[config.mk]
export PLATFORM = sky130hd
export DESIGN_NAME = asq_dev_flat
export DESIGN_NICKNAME = d
export VERILOG_FILES = /design/src/asq_pkg.sv /design/src/asq_link_if.sv /design/src/asq_dev.sv /design/src/flat_wrapper.sv
export SDC_FILE = /design/constraint.sdc
export NUM_CORES = 1
export LEC_CHECK = 0
export BUFFER_PORTS_ARGS = -buffer_cell sky130_fd_sc_hd__clkbuf_2
export CAP_MARGIN = 5
export CORE_ASPECT_RATIO = 1.2
export CORE_UTILIZATION = 40
export CTS_BUF_LIST = sky130_fd_sc_hd__clkbuf_2 sky130_fd_sc_hd__clkbuf_4 sky130_fd_sc_hd__clkbuf_8
export CTS_CLUSTER_SIZE = 28
export DETAILED_ROUTE_END_ITERATION = 10
export PLACE_DENSITY = 0.6
export SLEW_MARGIN = 20
export SYNTH_ARGS = -nofsm -noshare
export SYNTH_HDL_FRONTEND = slang
export SYNTH_SLANG_ARGS = --single-unit
[constraint.sdc]
create_clock -name core_clk -period 5 [get_ports core_clk]
set_input_delay 0 -clock core_clk [delete_from_list [all_inputs] [get_ports core_clk]]
set_output_delay 0 -clock core_clk [all_outputs]
set_load 0.01 [all_outputs]
[src/asq_pkg.sv]
// Shared constants for the conversion sequencer link and its two ends.
package asq_pkg;
  // Clock rate and the documented times, with their cycle counts.
  localparam int CLK_MHZ = 100;
  localparam int T_NS_CONVERSION_START_PIN_MIN = 40;
  localparam int T_NS_ACQ_MIN = 1400;
  localparam int T_NS_SAMPLE = 500;
  localparam int T_US_REF_SU = 45;
  localparam int CYC_CONVERSION_START_PIN_MIN = (T_NS_CONVERSION_START_PIN_MIN * CLK_MHZ + 999) / 1000;
  localparam int CYC_ACQ_MIN = (T_NS_ACQ_MIN * CLK_MHZ + 999) / 1000;
  localparam int CYC_SAMPLE = (T_NS_SAMPLE * CLK_MHZ) / 1000;
  localparam int CYC_REF_SU = T_US_REF_SU * CLK_MHZ;
  // Result format and code weights.
  localparam int ADC_BITS = 10;
  localparam int ADC_STEPS = 1024;
  localparam int TEMP_BITS = 12;
  localparam int TEMP_STEP_MILLI_C = 125;
  localparam int LEAD_ZEROS = 4;
  localparam int SUB_BITS = 2;
  localparam int FIFO_DEPTH = 17;
  // Command byte layout.
  localparam int OP_LSB = 6;
  localparam logic [1:0] OP_NOP = 2'h0;
  localparam logic [1:0] OP_SETUP = 2'h1;
  localparam logic [1:0] OP_CONV = 2'h2;
  localparam logic [1:0] OP_EXT = 2'h3;
  localparam int SET_CKM_LSB = 4;
  localparam int SET_AVG_LSB = 2;
  localparam int SET_TMP_BIT = 1;
  localparam int SET_BIP_BIT = 0;
  localparam int CONV_LAST_LSB = 0;
  // Clock modes.
  localparam logic [1:0] CKM_INT_CNV = 2'h0;
  localparam logic [1:0] CKM_EXT_ACQ = 2'h1;
  localparam logic [1:0] CKM_INT_CMD = 2'h2;
  localparam logic [1:0] CKM_RESET = CKM_INT_CMD;
  // Host register map and fields.
  localparam logic [7:0] REG_CMD = 8'h00;
  localparam logic [7:0] REG_STAT = 8'h04;
  localparam logic [7:0] REG_RDATA = 8'h08;
  localparam logic [7:0] REG_CNVLOW = 8'h0C;
  localparam int CMD_OP_BIT = 8;
  localparam int CMD_AWAIT_BIT = 9;
  localparam int CMD_NB_LSB = 10;
  localparam int STAT_BUSY_BIT = 0;
  localparam int STAT_EOC_BIT = 1;
  localparam int STAT_PEND_BIT = 2;
  localparam int SCLK_HALF_CYC = 8;
  localparam int NB_DEFAULT = 8;
endpackage

[src/asq_link_if.sv]
// Serial link and conversion pins between the host and the converter.
`timescale 1ns/1ps
interface asq_link_if;
  logic cs_n;
  logic sclk;
  logic mosi;
  logic miso;
  logic conversion_start_pin_n;
  logic eoc_n;
  modport dev (input cs_n, input sclk, input mosi, input conversion_start_pin_n,
    output miso, output eoc_n);
  modport host (output cs_n, output sclk, output mosi, output conversion_start_pin_n,
    input miso, input eoc_n);
endinterface

[src/asq_dev.sv]
// Converter end: scan sequencer, result FIFO and serial read-out.
//
// The APB register port and the address map were chosen for this implementation.
`timescale 1ns/1ps
// Overview of operation
// (RULE1) Word: four zeros, ten bits, two subbits.
// (RULE2) Data output changes on serial clock falls.
// (RULE3) Unipolar binary; bipolar and temperature two's complement.
// (RULE4) Step is reference over 1024, 0.125 C.
// (RULE5) Partial first byte skips to second byte.
// (RULE6) Partial second byte discarded, others stay.
// (RULE7) Write shorter than eight clocks is ignored.
// (RULE8) Host waits for end flag before select.
// (RULE9) Mode 00: start pulse runs full scan.
// (RULE10) End flag low until select or start.
// (RULE11) Temperature result leads the scan results.
// (RULE12) Mode 00: no start pulse before end.
// (RULE13) Host reads only after all conversions.
// (RULE14) Extension writes accepted during conversions.
// (RULE15) Mode 01: start low starts tracking.
// (RULE16) Mode 01 temperature: device times reference.
// (RULE17) Mode 01: start rise converts, flag low.
// (RULE18) Mode 01: host waits for end flag.
// (RULE19) Mode 01: pulse count matches programmed conversions.
// (RULE20) Averaging stores one result, next channel.
// (RULE21) Mode 01 temperature on first start rise.
// (RULE22) Reset mode 10; command byte runs scan.
// (RULE23) Entry removed after both bytes done.
module asq_dev #(
  parameter int DEPTH = asq_pkg::FIFO_DEPTH, // FIFO entries.
  parameter int REF_SU_CYC = asq_pkg::CYC_REF_SU // Reference start-up cycles.
) (
  input wire logic core_clk, // System clock.
  input wire logic reset_n, // Synchronous reset.
  asq_link_if.dev link, // Link pins.
  output logic conv_req, // Start one conversion, pulse.
  output logic [2:0] conv_ch, // Channel to convert.
  output logic conv_tmp, // Conversion is temperature.
  output logic conv_bip, // Bipolar differential input.
  input wire logic conv_done, // Conversion finished, pulse.
  input wire logic [9:0] conv_code, // Raw offset-binary code.
  input wire logic [11:0] temp_code, // Temperature, two's complement.
  output logic ext_wr_valid, // Extension register write, pulse.
  output logic [7:0] ext_wr_byte // Extension write byte.
);
  if (DEPTH < 2 || DEPTH > 31) begin
    $error("asq_dev: DEPTH out of range");
  end
  if (REF_SU_CYC < 1 || REF_SU_CYC > 65535) begin
    $error("asq_dev: REF_SU_CYC out of range");
  end

  typedef enum logic [3:0] {
    S_IDLE = 4'b0001,
    S_WAKE = 4'b0010,
    S_SAMPLE = 4'b0100,
    S_CONV = 4'b1000
  } asq_dstate_t;

  typedef struct packed {
    logic [2:0] cs_s;
    logic [2:0] sclk_s;
    logic [1:0] mosi_s;
    logic [2:0] cnv_s;
    logic [1:0] ckm;
    logic [1:0] avg;
    logic tmp_en;
    logic bip;
    logic [2:0] last_ch;
    logic [2:0] ch;
    logic armed;
    logic tmp_pend;
    logic [7:0] sh;
    logic [2:0] bcnt;
    logic bsel;
    logic miso;
    logic eoc_n;
    asq_dstate_t st;
    logic [15:0] cnt;
    logic [2:0] nav;
    logic [12:0] acc;
    logic [DEPTH-1:0][15:0] mem;
    logic [4:0] wp;
    logic [4:0] rp;
    logic [5:0] cntf;
    logic conv_req;
    logic ext_vld;
    logic [7:0] ext_byte;
  } asq_dst_t;

  asq_dst_t r;
  asq_dst_t n;

  function automatic logic [4:0] ptr_inc(input logic [4:0] p);
    return (p == 5'(DEPTH - 1)) ? 5'h00 : p + 5'h01;
  endfunction

  // Averaged code to output word; bipolar flips the sign bit of offset binary.
  function automatic logic [15:0] pack_res(input logic [12:0] sum, input logic [1:0] sh,
      input logic bip);
    logic [9:0] c;
    c = 10'(sum >> sh);
    c[9] = c[9] ^ bip; // RULE3
    return {4'h0, c, 2'b00}; // RULE1 RULE4
  endfunction

  always_comb begin
    logic rise;
    logic fall;
    logic cs_low;
    logic cs_fall;
    logic cs_rise;
    logic cnv_rise;
    logic cnv_fall;
    logic byte_done;
    logic adv;
    logic pop;
    logic push;
    logic [7:0] cmd;
    logic [15:0] word;
    logic [15:0] pw;
    logic [12:0] sum;
    rise = r.sclk_s[1] & ~r.sclk_s[2];
    fall = ~r.sclk_s[1] & r.sclk_s[2];
    cs_low = ~r.cs_s[1];
    cs_fall = ~r.cs_s[1] & r.cs_s[2];
    cs_rise = r.cs_s[1] & ~r.cs_s[2];
    cnv_rise = r.cnv_s[1] & ~r.cnv_s[2];
    cnv_fall = ~r.cnv_s[1] & r.cnv_s[2];
    byte_done = 1'b0;
    adv = 1'b0;
    pop = 1'b0;
    push = 1'b0;
    pw = 16'h0000;
    cmd = {r.sh[6:0], r.mosi_s[1]};
    word = (r.cntf != 6'h00) ? r.mem[r.rp] : 16'h0000;
    sum = r.acc + 13'(conv_code);
    n = r;
    n.conv_req = 1'b0;
    n.ext_vld = 1'b0;
    n.cs_s = {r.cs_s[1:0], link.cs_n};
    n.sclk_s = {r.sclk_s[1:0], link.sclk};
    n.mosi_s = {r.mosi_s[0], link.mosi};
    n.cnv_s = {r.cnv_s[1:0], link.conversion_start_pin_n};

    // Serial side: bit position within the head entry and command shift.
    if (cs_fall) begin
      n.eoc_n = 1'b1; // RULE10
      n.miso = word[4'(~{r.bsel, r.bcnt})];
    end
    if (cnv_fall && r.ckm != asq_pkg::CKM_INT_CMD) begin
      n.eoc_n = 1'b1; // RULE10
    end
    if (cs_low && rise) begin
      n.sh = cmd;
      n.bcnt = r.bcnt + 3'h1;
      byte_done = (r.bcnt == 3'h7);
      adv = byte_done;
    end
    if (cs_low && fall) begin
      n.miso = word[4'(~{r.bsel, r.bcnt})]; // RULE2
    end
    // A byte cut short is dropped: its bits are skipped and its command is lost.
    if (cs_rise && r.bcnt != 3'h0) begin
      n.bcnt = 3'h0; // RULE7
      adv = 1'b1; // RULE5 RULE6
    end
    if (adv) begin
      n.bsel = ~r.bsel;
      pop = r.bsel && (r.cntf != 6'h00); // RULE23
    end

    // Sequencer.
    case (r.st)
      S_IDLE: begin
        if (r.armed && cnv_rise &&
            (r.ckm == asq_pkg::CKM_INT_CNV || r.ckm == asq_pkg::CKM_EXT_ACQ)) begin
          n.st = S_WAKE; // RULE9 RULE17 RULE21
          n.cnt = 16'h0000;
        end
      end
      S_WAKE: begin
        if (!r.tmp_pend || r.cnt == 16'(REF_SU_CYC - 1)) begin
          n.st = S_SAMPLE; // RULE16
          n.cnt = 16'h0000;
        end else begin
          n.cnt = r.cnt + 16'h0001;
        end
      end
      S_SAMPLE: begin
        if (r.cnt == 16'(asq_pkg::CYC_SAMPLE - 1)) begin
          n.st = S_CONV; // RULE17
          n.conv_req = 1'b1;
        end else begin
          n.cnt = r.cnt + 16'h0001;
        end
      end
      S_CONV: begin
        if (conv_done) begin
          n.cnt = 16'h0000;
          n.st = S_SAMPLE;
          if (r.tmp_pend) begin
            push = 1'b1; // RULE11
            pw = {4'h0, temp_code}; // RULE3
            n.tmp_pend = 1'b0;
          end else if (r.nav == 3'((1 << r.avg) - 1)) begin
            push = 1'b1; // RULE20
            pw = pack_res(sum, r.avg, r.bip);
            n.acc = 13'h0000;
            n.nav = 3'h0;
            n.ch = r.ch + 3'h1;
            if (r.ch == r.last_ch) begin
              n.armed = 1'b0;
              n.st = S_IDLE;
              n.eoc_n = 1'b0; // RULE10
            end
          end else begin
            n.acc = sum;
            n.nav = r.nav + 3'h1;
          end
          // Externally paced mode converts once per start pulse.
          if (r.ckm == asq_pkg::CKM_EXT_ACQ) begin
            n.st = S_IDLE; // RULE17 RULE19
            n.eoc_n = 1'b0; // RULE10
          end
        end
      end
      default: n.st = S_IDLE;
    endcase

    // FIFO update; a full FIFO drops the new result.
    if (push && (r.cntf - 6'(pop)) < 6'(DEPTH)) begin
      n.mem[r.wp] = pw;
      n.wp = ptr_inc(r.wp);
    end else begin
      push = 1'b0;
    end
    if (pop) begin
      n.rp = ptr_inc(r.rp);
    end
    n.cntf = r.cntf + 6'(push) - 6'(pop);

    // Command execution at the eighth clock of a full byte.
    if (byte_done) begin
      case (cmd[7:6])
        asq_pkg::OP_SETUP: begin
          n.ckm = cmd[asq_pkg::SET_CKM_LSB +: 2];
          n.avg = cmd[asq_pkg::SET_AVG_LSB +: 2];
          n.tmp_en = cmd[asq_pkg::SET_TMP_BIT];
          n.bip = cmd[asq_pkg::SET_BIP_BIT];
        end
        asq_pkg::OP_CONV: begin
          n.last_ch = cmd[asq_pkg::CONV_LAST_LSB +: 3];
          n.ch = 3'h0;
          n.armed = 1'b1;
          n.tmp_pend = r.tmp_en;
          n.nav = 3'h0;
          n.acc = 13'h0000;
          n.wp = 5'h00;
          n.rp = 5'h00;
          n.cntf = 6'h00;
          n.bsel = 1'b0;
          n.st = S_IDLE;
          if (r.ckm == asq_pkg::CKM_INT_CMD) begin
            n.st = S_WAKE; // RULE22
            n.cnt = 16'h0000;
          end
        end
        asq_pkg::OP_EXT: begin
          n.ext_vld = 1'b1; // RULE14
          n.ext_byte = cmd;
        end
        default: n.ext_vld = 1'b0;
      endcase
    end
  end

  always_ff @(posedge core_clk) begin
    if (!reset_n) begin
      r <= '0;
      r.cs_s <= 3'h7;
      r.cnv_s <= 3'h7;
      r.ckm <= asq_pkg::CKM_RESET; // RULE22
      r.eoc_n <= 1'b1;
      r.st <= S_IDLE;
    end else begin
      r <= n;
    end
  end

  assign link.miso = r.miso;
  assign link.eoc_n = r.eoc_n;
  assign conv_req = r.conv_req;
  assign conv_ch = r.ch;
  assign conv_tmp = r.tmp_pend;
  assign conv_bip = r.bip;
  assign ext_wr_valid = r.ext_vld;
  assign ext_wr_byte = r.ext_byte;
endmodule

[src/flat_wrapper.sv]
// flat-port wrapper written by rule: the top's interface ports become plain ports
module asq_dev_flat 
#(
  parameter int DEPTH = asq_pkg::FIFO_DEPTH,                 
  parameter int REF_SU_CYC = asq_pkg::CYC_REF_SU                              
)
  (core_clk, reset_n, conv_req, conv_ch, conv_tmp, conv_bip, conv_done, conv_code, temp_code, ext_wr_valid, ext_wr_byte, link_cs_n, link_sclk, link_mosi, link_conversion_start_pin_n, link_miso, link_eoc_n);
  asq_link_if link_i ();
  input wire logic core_clk;
  input wire logic reset_n;
  output logic conv_req;
  output logic [2:0] conv_ch;
  output logic conv_tmp;
  output logic conv_bip;
  input wire logic conv_done;
  input wire logic [9:0] conv_code;
  input wire logic [11:0] temp_code;
  output logic ext_wr_valid;
  output logic [7:0] ext_wr_byte;
  input wire logic [$bits(link_i.cs_n)-1:0] link_cs_n;
  input wire logic [$bits(link_i.sclk)-1:0] link_sclk;
  input wire logic [$bits(link_i.mosi)-1:0] link_mosi;
  input wire logic [$bits(link_i.conversion_start_pin_n)-1:0] link_conversion_start_pin_n;
  output wire logic [$bits(link_i.miso)-1:0] link_miso;
  output wire logic [$bits(link_i.eoc_n)-1:0] link_eoc_n;
  assign link_i.cs_n = link_cs_n;
  assign link_i.sclk = link_sclk;
  assign link_i.mosi = link_mosi;
  assign link_i.conversion_start_pin_n = link_conversion_start_pin_n;
  assign link_miso = link_i.miso;
  assign link_eoc_n = link_i.eoc_n;
  asq_dev #(.DEPTH(DEPTH), .REF_SU_CYC(REF_SU_CYC)) u_core (.core_clk(core_clk), .reset_n(reset_n), .link(link_i), .conv_req(conv_req), .conv_ch(conv_ch), .conv_tmp(conv_tmp), .conv_bip(conv_bip), .conv_done(conv_done), .conv_code(conv_code), .temp_code(temp_code), .ext_wr_valid(ext_wr_valid), .ext_wr_byte(ext_wr_byte));
endmodule
==> results by group, run 1 <==
Logic synthesis
  • Syn nets: approximately 1600
  • Syn Inst Count: between 1500 and 2000
  • Register area share after synthesis: 42.7%
  • Post-synth top flop: dfxtp_1
  • Async S/R FF share, synth: 0%
  • Main area contributors after synthesis: dfxtp_1 43%, mux4_2 7.1%, a21oi_1 5.7%, o21ai_0 5.3%, nor2_1 4.9%
  • Synth Register Bits: between 300 and 400
  • Synth top area share: between 40% and 50%
  • Synth Area per Inst: roughly 9 sq um
  • EDFF count, synth: 0
  • Leading area contributor after synthesis: dfxtp_1
  • Post-synth cell types: 74
  • Synth cell count leaders: 304 x dfxtp_1, 187 x nor2_1, 162 x a21oi_1
  • Synth Warn #: 0
  • Mapped cell area: 14200 sq um
  • Most common cell in the netlist: dfxtp_1

STA
  • Relative slew slack: a little under a quarter
  • Maximum clock rate: ~230 MHz
  • Final setup violation count: 0
  • RSZ-0062 raised after global routing: no
  • Slew Limit Fails: 0
  • Final critical-path share of the clock period: ~87%
  • Final setup TNS: 0 ps
  • Min Tclk post-route: between 4000 and 5000 ps
  • Layout Skew: between 20 and 30 ps
  • Worst Tran Pin Value: 1150 ps
  • Hold Worst Slack: 62.3 ps
  • Hold Fails Final Rpt: 0

Setup path
  • Largest fanout on the critical path: 14
  • Biggest cell delay along the critical path: between 600 and 700 ps
  • Critical-path top delay cell: dfxtp_1
  • Bufs and invs on worst path: 3
  • Cells along the critical path: inv_1 > ha_1 > nand2b_1 > nand3b_1 > nand2_1 > and3_1 > ha_1 > inv_1 > ha_1 > or4_1 > a221oi_4 > nand2_1 > nor2_2 > buf_4 > o21ai_0 > a31oi_1
  • Worst reg2reg startpoint: u_core.r[337]$_SDFFE_PP0P_
  • Startpoint class of the critical path: register
  • FF-to-FF path depth: 16
  • Worst path arrival time: 4880 ps
  • CP Capture Type: register
  • CP most frequent cell: ha_1
  • CP Class: reg2reg
  • FF-to-FF setup slack: 630 ps
  • Required time of the critical path: approximately 5500 ps
  • Crit-path leading delay family: simple AND/OR/NAND/NOR gates
  • R2r endpoint: u_core.r[131]$_SDFFE_PN0P_

Floorplanning
  • Die area: ~36000 sq um
  • Site Rows: 75
  • I/O pin count: between 40 and 50
  • Initial core utilization: slightly above 40%
  • Die height: approximately 210 microns
  • Core ar.: about 35000 sq um
  • Die Wd: 174 microns

Clock tree
  • CTS clk-pin slew, worst paths: about 60 ps
  • Clock root cell: clkbuf_8
  • CTS buffer count: 50
  • Resized cells post-CTS: 0
  • CTS tree: built
  • Clk_lat worst skew: 600 ps
  • Max H-tree Level: 2
  • CTS max path bufs: 3
  • # clock sinks: 304

Global routing
  • First-pass GRT wire length: between 60000 and 70000 microns
  • GR Overflow Total: 0
  • Initial antenna violation count: 0
  • Largest net degree at the start of global routing: ~100
  • Met3 Track Usage GR: roughly 3.5%
  • Vias in the first global route: approximately 11000
  • Gr usage total: between 20% and 30%
  • GR Util met2: 36.1%
  • Most Used Layer, Global Route: met2
  • Met1 usage: 26.5%

Pwr
  • Switch Pwr: between 1 and 1.5 mW
  • Comb pwr share: 2.1%
  • Sw Share: 22.0%
  • Cell Pwr Density: just under 300 nW/um^2
  • Pint: 3.70 mW
  • VDD IR max: between 100 and 150 uV
  • Lkg Pwr: ~5.8 nW
  • Sequential power share: a little over 50%
  • Clock share of power: 46.8%

Layout
  • Share of cells above drive strength 1: between 15 and 20%
  • Final instance area: between 15000 and 20000 sq um
  • Post-synthesis to final-layout area growth: 12.2%
  • Nets: around 1600
  • Ant. Diodes: 0

Drt
  • DRT Pass-1 Iters: 5
  • Number of remaining DRC errors: 0
  • Vias after detailed routing: 11700
  • Vias per Instance: around 5.6
  • Routed wire length: about 38000 microns
  • Starting DRT DRC Count: ~740
  • Avg WL per Cell: 18.3 microns
  • ANT nets after route: 0

Place
  • Port Buffers: 45
  • Gpl congestion: between 0.9 and 1
  • Dpl cell area: approximately 15000 sq um
  • Placed wire-length estimate: 24700 microns

Hold path
  • Hold path endpoint: u_core.r[301]$_SDFF_PN0_
  • Hold Crit Class: in2reg
  • Worst hold path depth: 5
  • Hold path startpoint: conv_code[3]

Outcome
  • Status: finished, final reports clean

Flow run
  • Number of max-cap violations: 0
-- power by group through the flow --
stage,clock network (mW),registers [mW],logic (mW)
4_1_cts,2.28,2.43,0.0980
3_3_place_gp,0,2.48,0.0873
5_1_grt,2.40,2.43,0.108
6_report,2.22,2.43,0.0980
2_1_floorplan,0,2.48,0.0569
3_5_place_dp,0,2.48,0.0876
-- worst reg2reg max path, cell delays in order, from the launching register on --
cell and delay [ps]:
dfxtp_1 620, inv_1 150, ha_1 230, nand2b_1 60
nand3b_1 80, nand2_1 110, and3_1 200, ha_1 220
inv_1 100, ha_1 290, or4_1 560, a221oi_4 540
nand2_1 250, nor2_2 380, buf_4 250, o21ai_0 90
a31oi_1 170
-- what timing repair did --
item / in CTS / in global routing
hold endpoints to repair: 120 / 0
setup buffers: 0 / 0
hold buffers: 17 / 0
-- flip-flops by register name, indices dropped and copies added, names as in the netlist --
| register | flops |
|---|---|
| u_core.conv_bip | 1 |
| u_core.conv_ch | 3 |
| u_core.conv_req | 1 |
| u_core.conv_tmp | 1 |
| u_core.ext_wr_byte | 8 |
| u_core.ext_wr_valid | 1 |
| u_core.link.eoc_n | 1 |
| u_core.link.miso | 1 |
| u_core.n | 7 |
| u_core.r | 280 |
-- metal layers --
layer	vias to the layer above	wire length (microns)
met2	252	18700
met1	5664	16700
met5	-	0
met3	66	1530
met4	0	1140
li1	5703	-
-- cell usage in the layout (no fill, tap or decap), types with 5 or more instances in the layout --
master,Yosys,final
inv_1,27,27
clkbuf_2,1,44
nor3_1,17,17
or3_1,11,11
clkinv_2,0,5
nor2_2,1,9
a22oi_1,17,17
buf_4,13,37
dfxtp_1,304,302
and3_1,20,20
a31oi_1,38,38
mux4_2,45,45
a21oi_1,162,162
a221oi_1,5,5
nand4_1,10,10
dlygate4sd3_1,0,17
o211ai_1,7,7
o21ai_0,152,152
mux2i_1,70,70
nand3b_1,8,8
ha_1,35,35
xnor2_1,21,21
nor2b_1,9,9
nand2b_1,14,14
nand3_1,24,24
or3b_2,9,9
nor2_1,187,179
clkbuf_4,0,22
and2_1,8,8
clkbuf_8,0,60
xor2_1,12,12
nand2_1,78,78
mux2_2,6,6
a211oi_1,58,57
-- through the flow --
step | power (mW) | cells | setup WS, ps | util (%)
final | 4.75 | 2079 | 628 | 45.7
after global routing | 4.94 | 2079 | 210 | 45.7
after detailed placement | 2.57 | 1974 | 626 | 42.2
after global placement | 2.57 | 1974 | 710 | 42.2
after CTS | 4.80 | 2079 | 614 | 45.7
after floorplan | 2.54 | 1572 | 990 | -
-- how the worst max path moves through the flow --
stage                               startpoint                         end  slack, ps  cells past startpoint
floorplan           u_core.r[338]$_SDFFE_PP0P_  u_core.r[291]$_SDFFE_PN0P_        990                     16
global placement    u_core.r[337]$_SDFFE_PP0P_  u_core.r[131]$_SDFFE_PN0P_        710                     16
detailed placement  u_core.r[337]$_SDFFE_PP0P_  u_core.r[126]$_SDFFE_PN0P_        630                     16
CTS                 u_core.r[337]$_SDFFE_PP0P_  u_core.r[131]$_SDFFE_PN0P_        610                     16
global route        u_core.r[337]$_SDFFE_PP0P_  u_core.r[127]$_SDFFE_PN0P_        210                     16
finish              u_core.r[337]$_SDFFE_PP0P_  u_core.r[131]$_SDFFE_PN0P_        630                     16
-- cell families (layout without fill, tap and decap cells) --
group | Yosys count | count (layout) | share of synthesized area, %
AND/OR/NAND/NOR | 416 | 416 | 13.8
flip-flops | 304 | 304 | 42.7
adder cells (fa/ha/maj) | 37 | 37 | 3.35
buffers and inverters | 171 | 216 | 5.01
multiplexers | 121 | 121 | 12.5
AO/OA/AOI/OAI | 490 | 490 | 20.6
XOR/XNOR | 33 | 33 | 2.03
-- cell type report --
type / count / area, sq um
clock buffer: 82 / 991
inverter: 29 / 110
multi-input combinational: 1097 / 7500
timing repair buffer: 99 / 679
sequential: 304 / 6090
fill: 3398 / 19000
clock inverter: 6 / 35.0
tap: 462 / 578
Power figures use the tool's default switching activity.
==> run 2: changes to the inputs <==
- CORE_ASPECT_RATIO: 1.2 -> default
- GPL_TIMING_DRIVEN: default -> 0
- REMOVE_ABC_BUFFERS: default -> 1
==> run 2 against run 1 <==
Net effect: register-to-register slack lost 440 ps; final area grew 4.1%; non-clock buffer count shrank 1; critical path depth grew 1; clock-buffer cell count grew 10; die area is essentially flat; combinational power grew 6%; clock skew shrank 0.92 ps; wire length grew 12%; final cell count grew 0.72%.
==> results by group, run 2 (synthesized netlist as in run 1, its figures left out) <==
Outcome
  • Status: finished, final reports clean

Setup path
  • CP Class: reg2reg
  • Largest fanout on the critical path: 9 (-5)
  • Bufs and invs on worst path: 4 (+1)
  • Worst path arrival time: 5290 ps (+410 ps)
  • Crit-path leading delay family: simple AND/OR/NAND/NOR gates
  • Cells along the critical path: inv_1 > ha_1 > nand2b_1 > nand3b_1 > nand2_1 > and3_1 > ha_1 > inv_1 > ha_1 > or4_1 > a221oi_4 > buf_12 > nand2_2 > nor4b_4 > buf_4 > mux2i_1 > nor2_1
  • Biggest cell delay along the critical path: 570 ps (-50 ps)
  • CP Capture Type: register
  • Critical-path top delay cell: or4_1
  • Startpoint class of the critical path: register
  • Required time of the critical path: 5480 ps (-30 ps)
  • CP most frequent cell: ha_1

Drt
  • ANT nets after route: 0 (unchanged)
  • DRT Pass-1 Iters: 6 (+1)
  • Avg WL per Cell: 20.3 microns (+11%)
  • Starting DRT DRC Count: 1056 (+42%)
  • Vias per Instance: 5.82 (+3.5%)
  • Vias after detailed routing: 12200 (+4.2%)
  • Number of remaining DRC errors: 0 (unchanged)
  • Routed wire length: 42500 microns (+12%)

Place
  • Port Buffers: 45 (unchanged)
  • Dpl cell area: 14900 sq um (+0.47%)
  • Gpl congestion: 0.828 (-9.8%)
  • Dpl cells: 1946 (-1.4%)
  • Placed wire-length estimate: 24700 microns (+0.14%)

Global routing
  • Largest net degree at the start of global routing: 111 (+7.8%)
  • GR Overflow Total: 0 (unchanged)
  • Vias in the first global route: 11100 (-0.62%)
  • First-pass GRT wire length: 61200 microns (-0.10%)
  • Gr usage total: 21.3% (+0.24 points)
  • Initial antenna violation count: 0 (unchanged)

Layout
  • Sequential cell area: 6100 sq um (about the same)
  • Non-Filler Instances: 2094 (+0.72%)
  • Area occupied by multi-input gates: 7750 sq um (+3.4%)
  • Largest register FFs: 280 (unchanged)
  • Share of cells above drive strength 1: 18.2% (+2.5 points)
  • Filler cells: 3258 (-4.1%)
  • Nets: 1660 (+0.79%)
  • Register with the most flip-flops: u_core.r
  • Final instance area: 16600 sq um (+4.1%)
  • Most frequent cells in the layout: 300 x dfxtp_1, 170 x nor2_1, 161 x a21oi_1
  • Most common cell after layout, fill and taps aside: dfxtp_1
  • Ant. Diodes: 0 (unchanged)
  • Post-synthesis to final-layout area growth: 16.8%

STA
  • Maximum clock rate: 208 MHz (-9.2%)
  • Min Tclk post-route: 4820 ps (+443 ps)
  • Relative slew slack: 24.0% (+0.76 points)
  • Layout Skew: 26.0 ps (-0.916 ps)
  • Slew Limit Fails: 0 (unchanged)
  • Hold Worst Slack: 84.9 ps (+22.7 ps)
  • Final critical-path share of the clock period: 96.3% (+8.9 points)
  • Final setup violation count: 0 (unchanged)
  • Worst Tran Pin Value: 1140 ps (-7.70 ps)
  • Hold Fails Final Rpt: 0 (unchanged)
  • Final setup TNS: 0 ps (unchanged)
  • RSZ-0062 raised after global routing: no

Pwr
  • Comb pwr share: 2.0% (about the same)
  • VDD IR max: 171 uV (+15%)
  • Switch Pwr: 1.12 mW (+7.3%)
  • Pint: 4.01 mW (+8.2%)
  • Lkg Pwr: 5.98 nW (+3.3%)
  • Sw Share: 21.9% (-0.15 points)
  • Clock share of power: 50.6% (+3.8 points)
  • Sequential power share: 47.3% (-3.8 points)
  • Cell Pwr Density: 308 nW/um^2 (+3.7%)

Clock tree
  • CTS buffer count: 54 (+8.0%)
  • CTS tree: built
  • Max H-tree Level: 2 (unchanged)
  • # clock sinks: 304 (unchanged)
  • Clk_lat worst skew: 600 ps (about the same)
  • Clock root cell: clkbuf_8
  • CTS clk-pin slew, worst paths: 60 ps (about the same)
  • CTS max path bufs: 3 (unchanged)

Floorplanning
  • Initial core utilization: 40.9% (+0.24 points)
  • Die area: 36400 sq um (about the same)
  • Core ar.: 34800 sq um (-0.58%)
  • Site Rows: 68 (-9.3%)
  • I/O pin count: 46 (unchanged)
  • Die height: 191 microns (-8.6%)
  • Die Wd: 191 microns (+9.4%)

Hold path
  • Hold Crit Class: in2reg

Flow run
  • Number of max-cap violations: 0 (unchanged)
==> run 2: cell count changes in the layout (fill, tap and decap cells not counted), sizes merged <==
cell,change
buf,+1
nor2,+10
dlygate4sd3,-3
bufinv,+2
inv,+1
clkinvlp,-2
clkbuf,+11
clkinv,+2
==> run 2: final timing paths <==
check,start,end,slack (ps),cells after the start
hold reg to reg,u_core.n[363]$_SDFF_PN1_,u_core.n[364]$_SDFF_PN1_,410,1
hold / removal,conv_code[2],u_core.r[300]$_SDFF_PN0_,80,5
setup reg to reg,u_core.r[338]$_SDFFE_PP0P_,u_core.r[283]$_SDFFE_PN0P_,180,17
setup / recovery,u_core.r[338]$_SDFFE_PP0P_,u_core.r[283]$_SDFFE_PN0P_,180,17
==> run 2: power groups by stage <==
stage | clock [mW] | combinational (mW) | sequential [mW]
after detailed placement | 0 | 0.0933 | 2.48
final | 2.60 | 0.104 | 2.43
after global placement | 0 | 0.0860 | 2.48
after global routing | 2.77 | 0.112 | 2.43
after floorplan | 0 | 0.0411 | 2.48
after CTS | 2.65 | 0.102 | 2.43
==> run 2: cell type report <==
class                   instances  area share (%)
multi-input cells            1107            46.6
flip-flops and latches        304            36.6
clock buffers                  92            6.89
repair buffers                 98            5.13
well taps                     455            3.42
inverters                      29           0.684
clock inverters                 9           0.639
==> run 2: tightest hold or removal path, cell delays in order <==
cell and delay (ps):
clkbuf_2 80, ha_1 230, xor2_1 150, nand3_1 90
a21oi_1 60
==> run 2: through the flow <==
step / worst slack, ps / total power [mW] / utilization, %
after global routing: 3.22 / 5.31 / 47.8
after global placement: -1440 / 2.57 / 41.5
after detailed placement: -269 / 2.57 / 42.7
after CTS: -30.9 / 5.18 / 46.8
final: 185 / 5.13 / 47.8
after floorplan: 330 / 2.52 / -
==> run 2: repair_timing <==
item | CTS | global route
resized for setup | 8 | 13
setup buffers | 1 | 22
hold buffers | 14 | 0
gates cloned | 0 | 10
hold endpoints to repair | 88 | 0
setup endpoints to repair | 162 | 191
pin swaps | 4 | 14
==> run 2: metal layers <==
metal  track usage (%)  wire length (microns)  vias up
met5                 0                      0        -
met4              6.22                    997        0
met3              3.35                   2900       81
met2              34.6                  20100      452
met1              28.8                  18600     5872
li1                  -                      -     5773
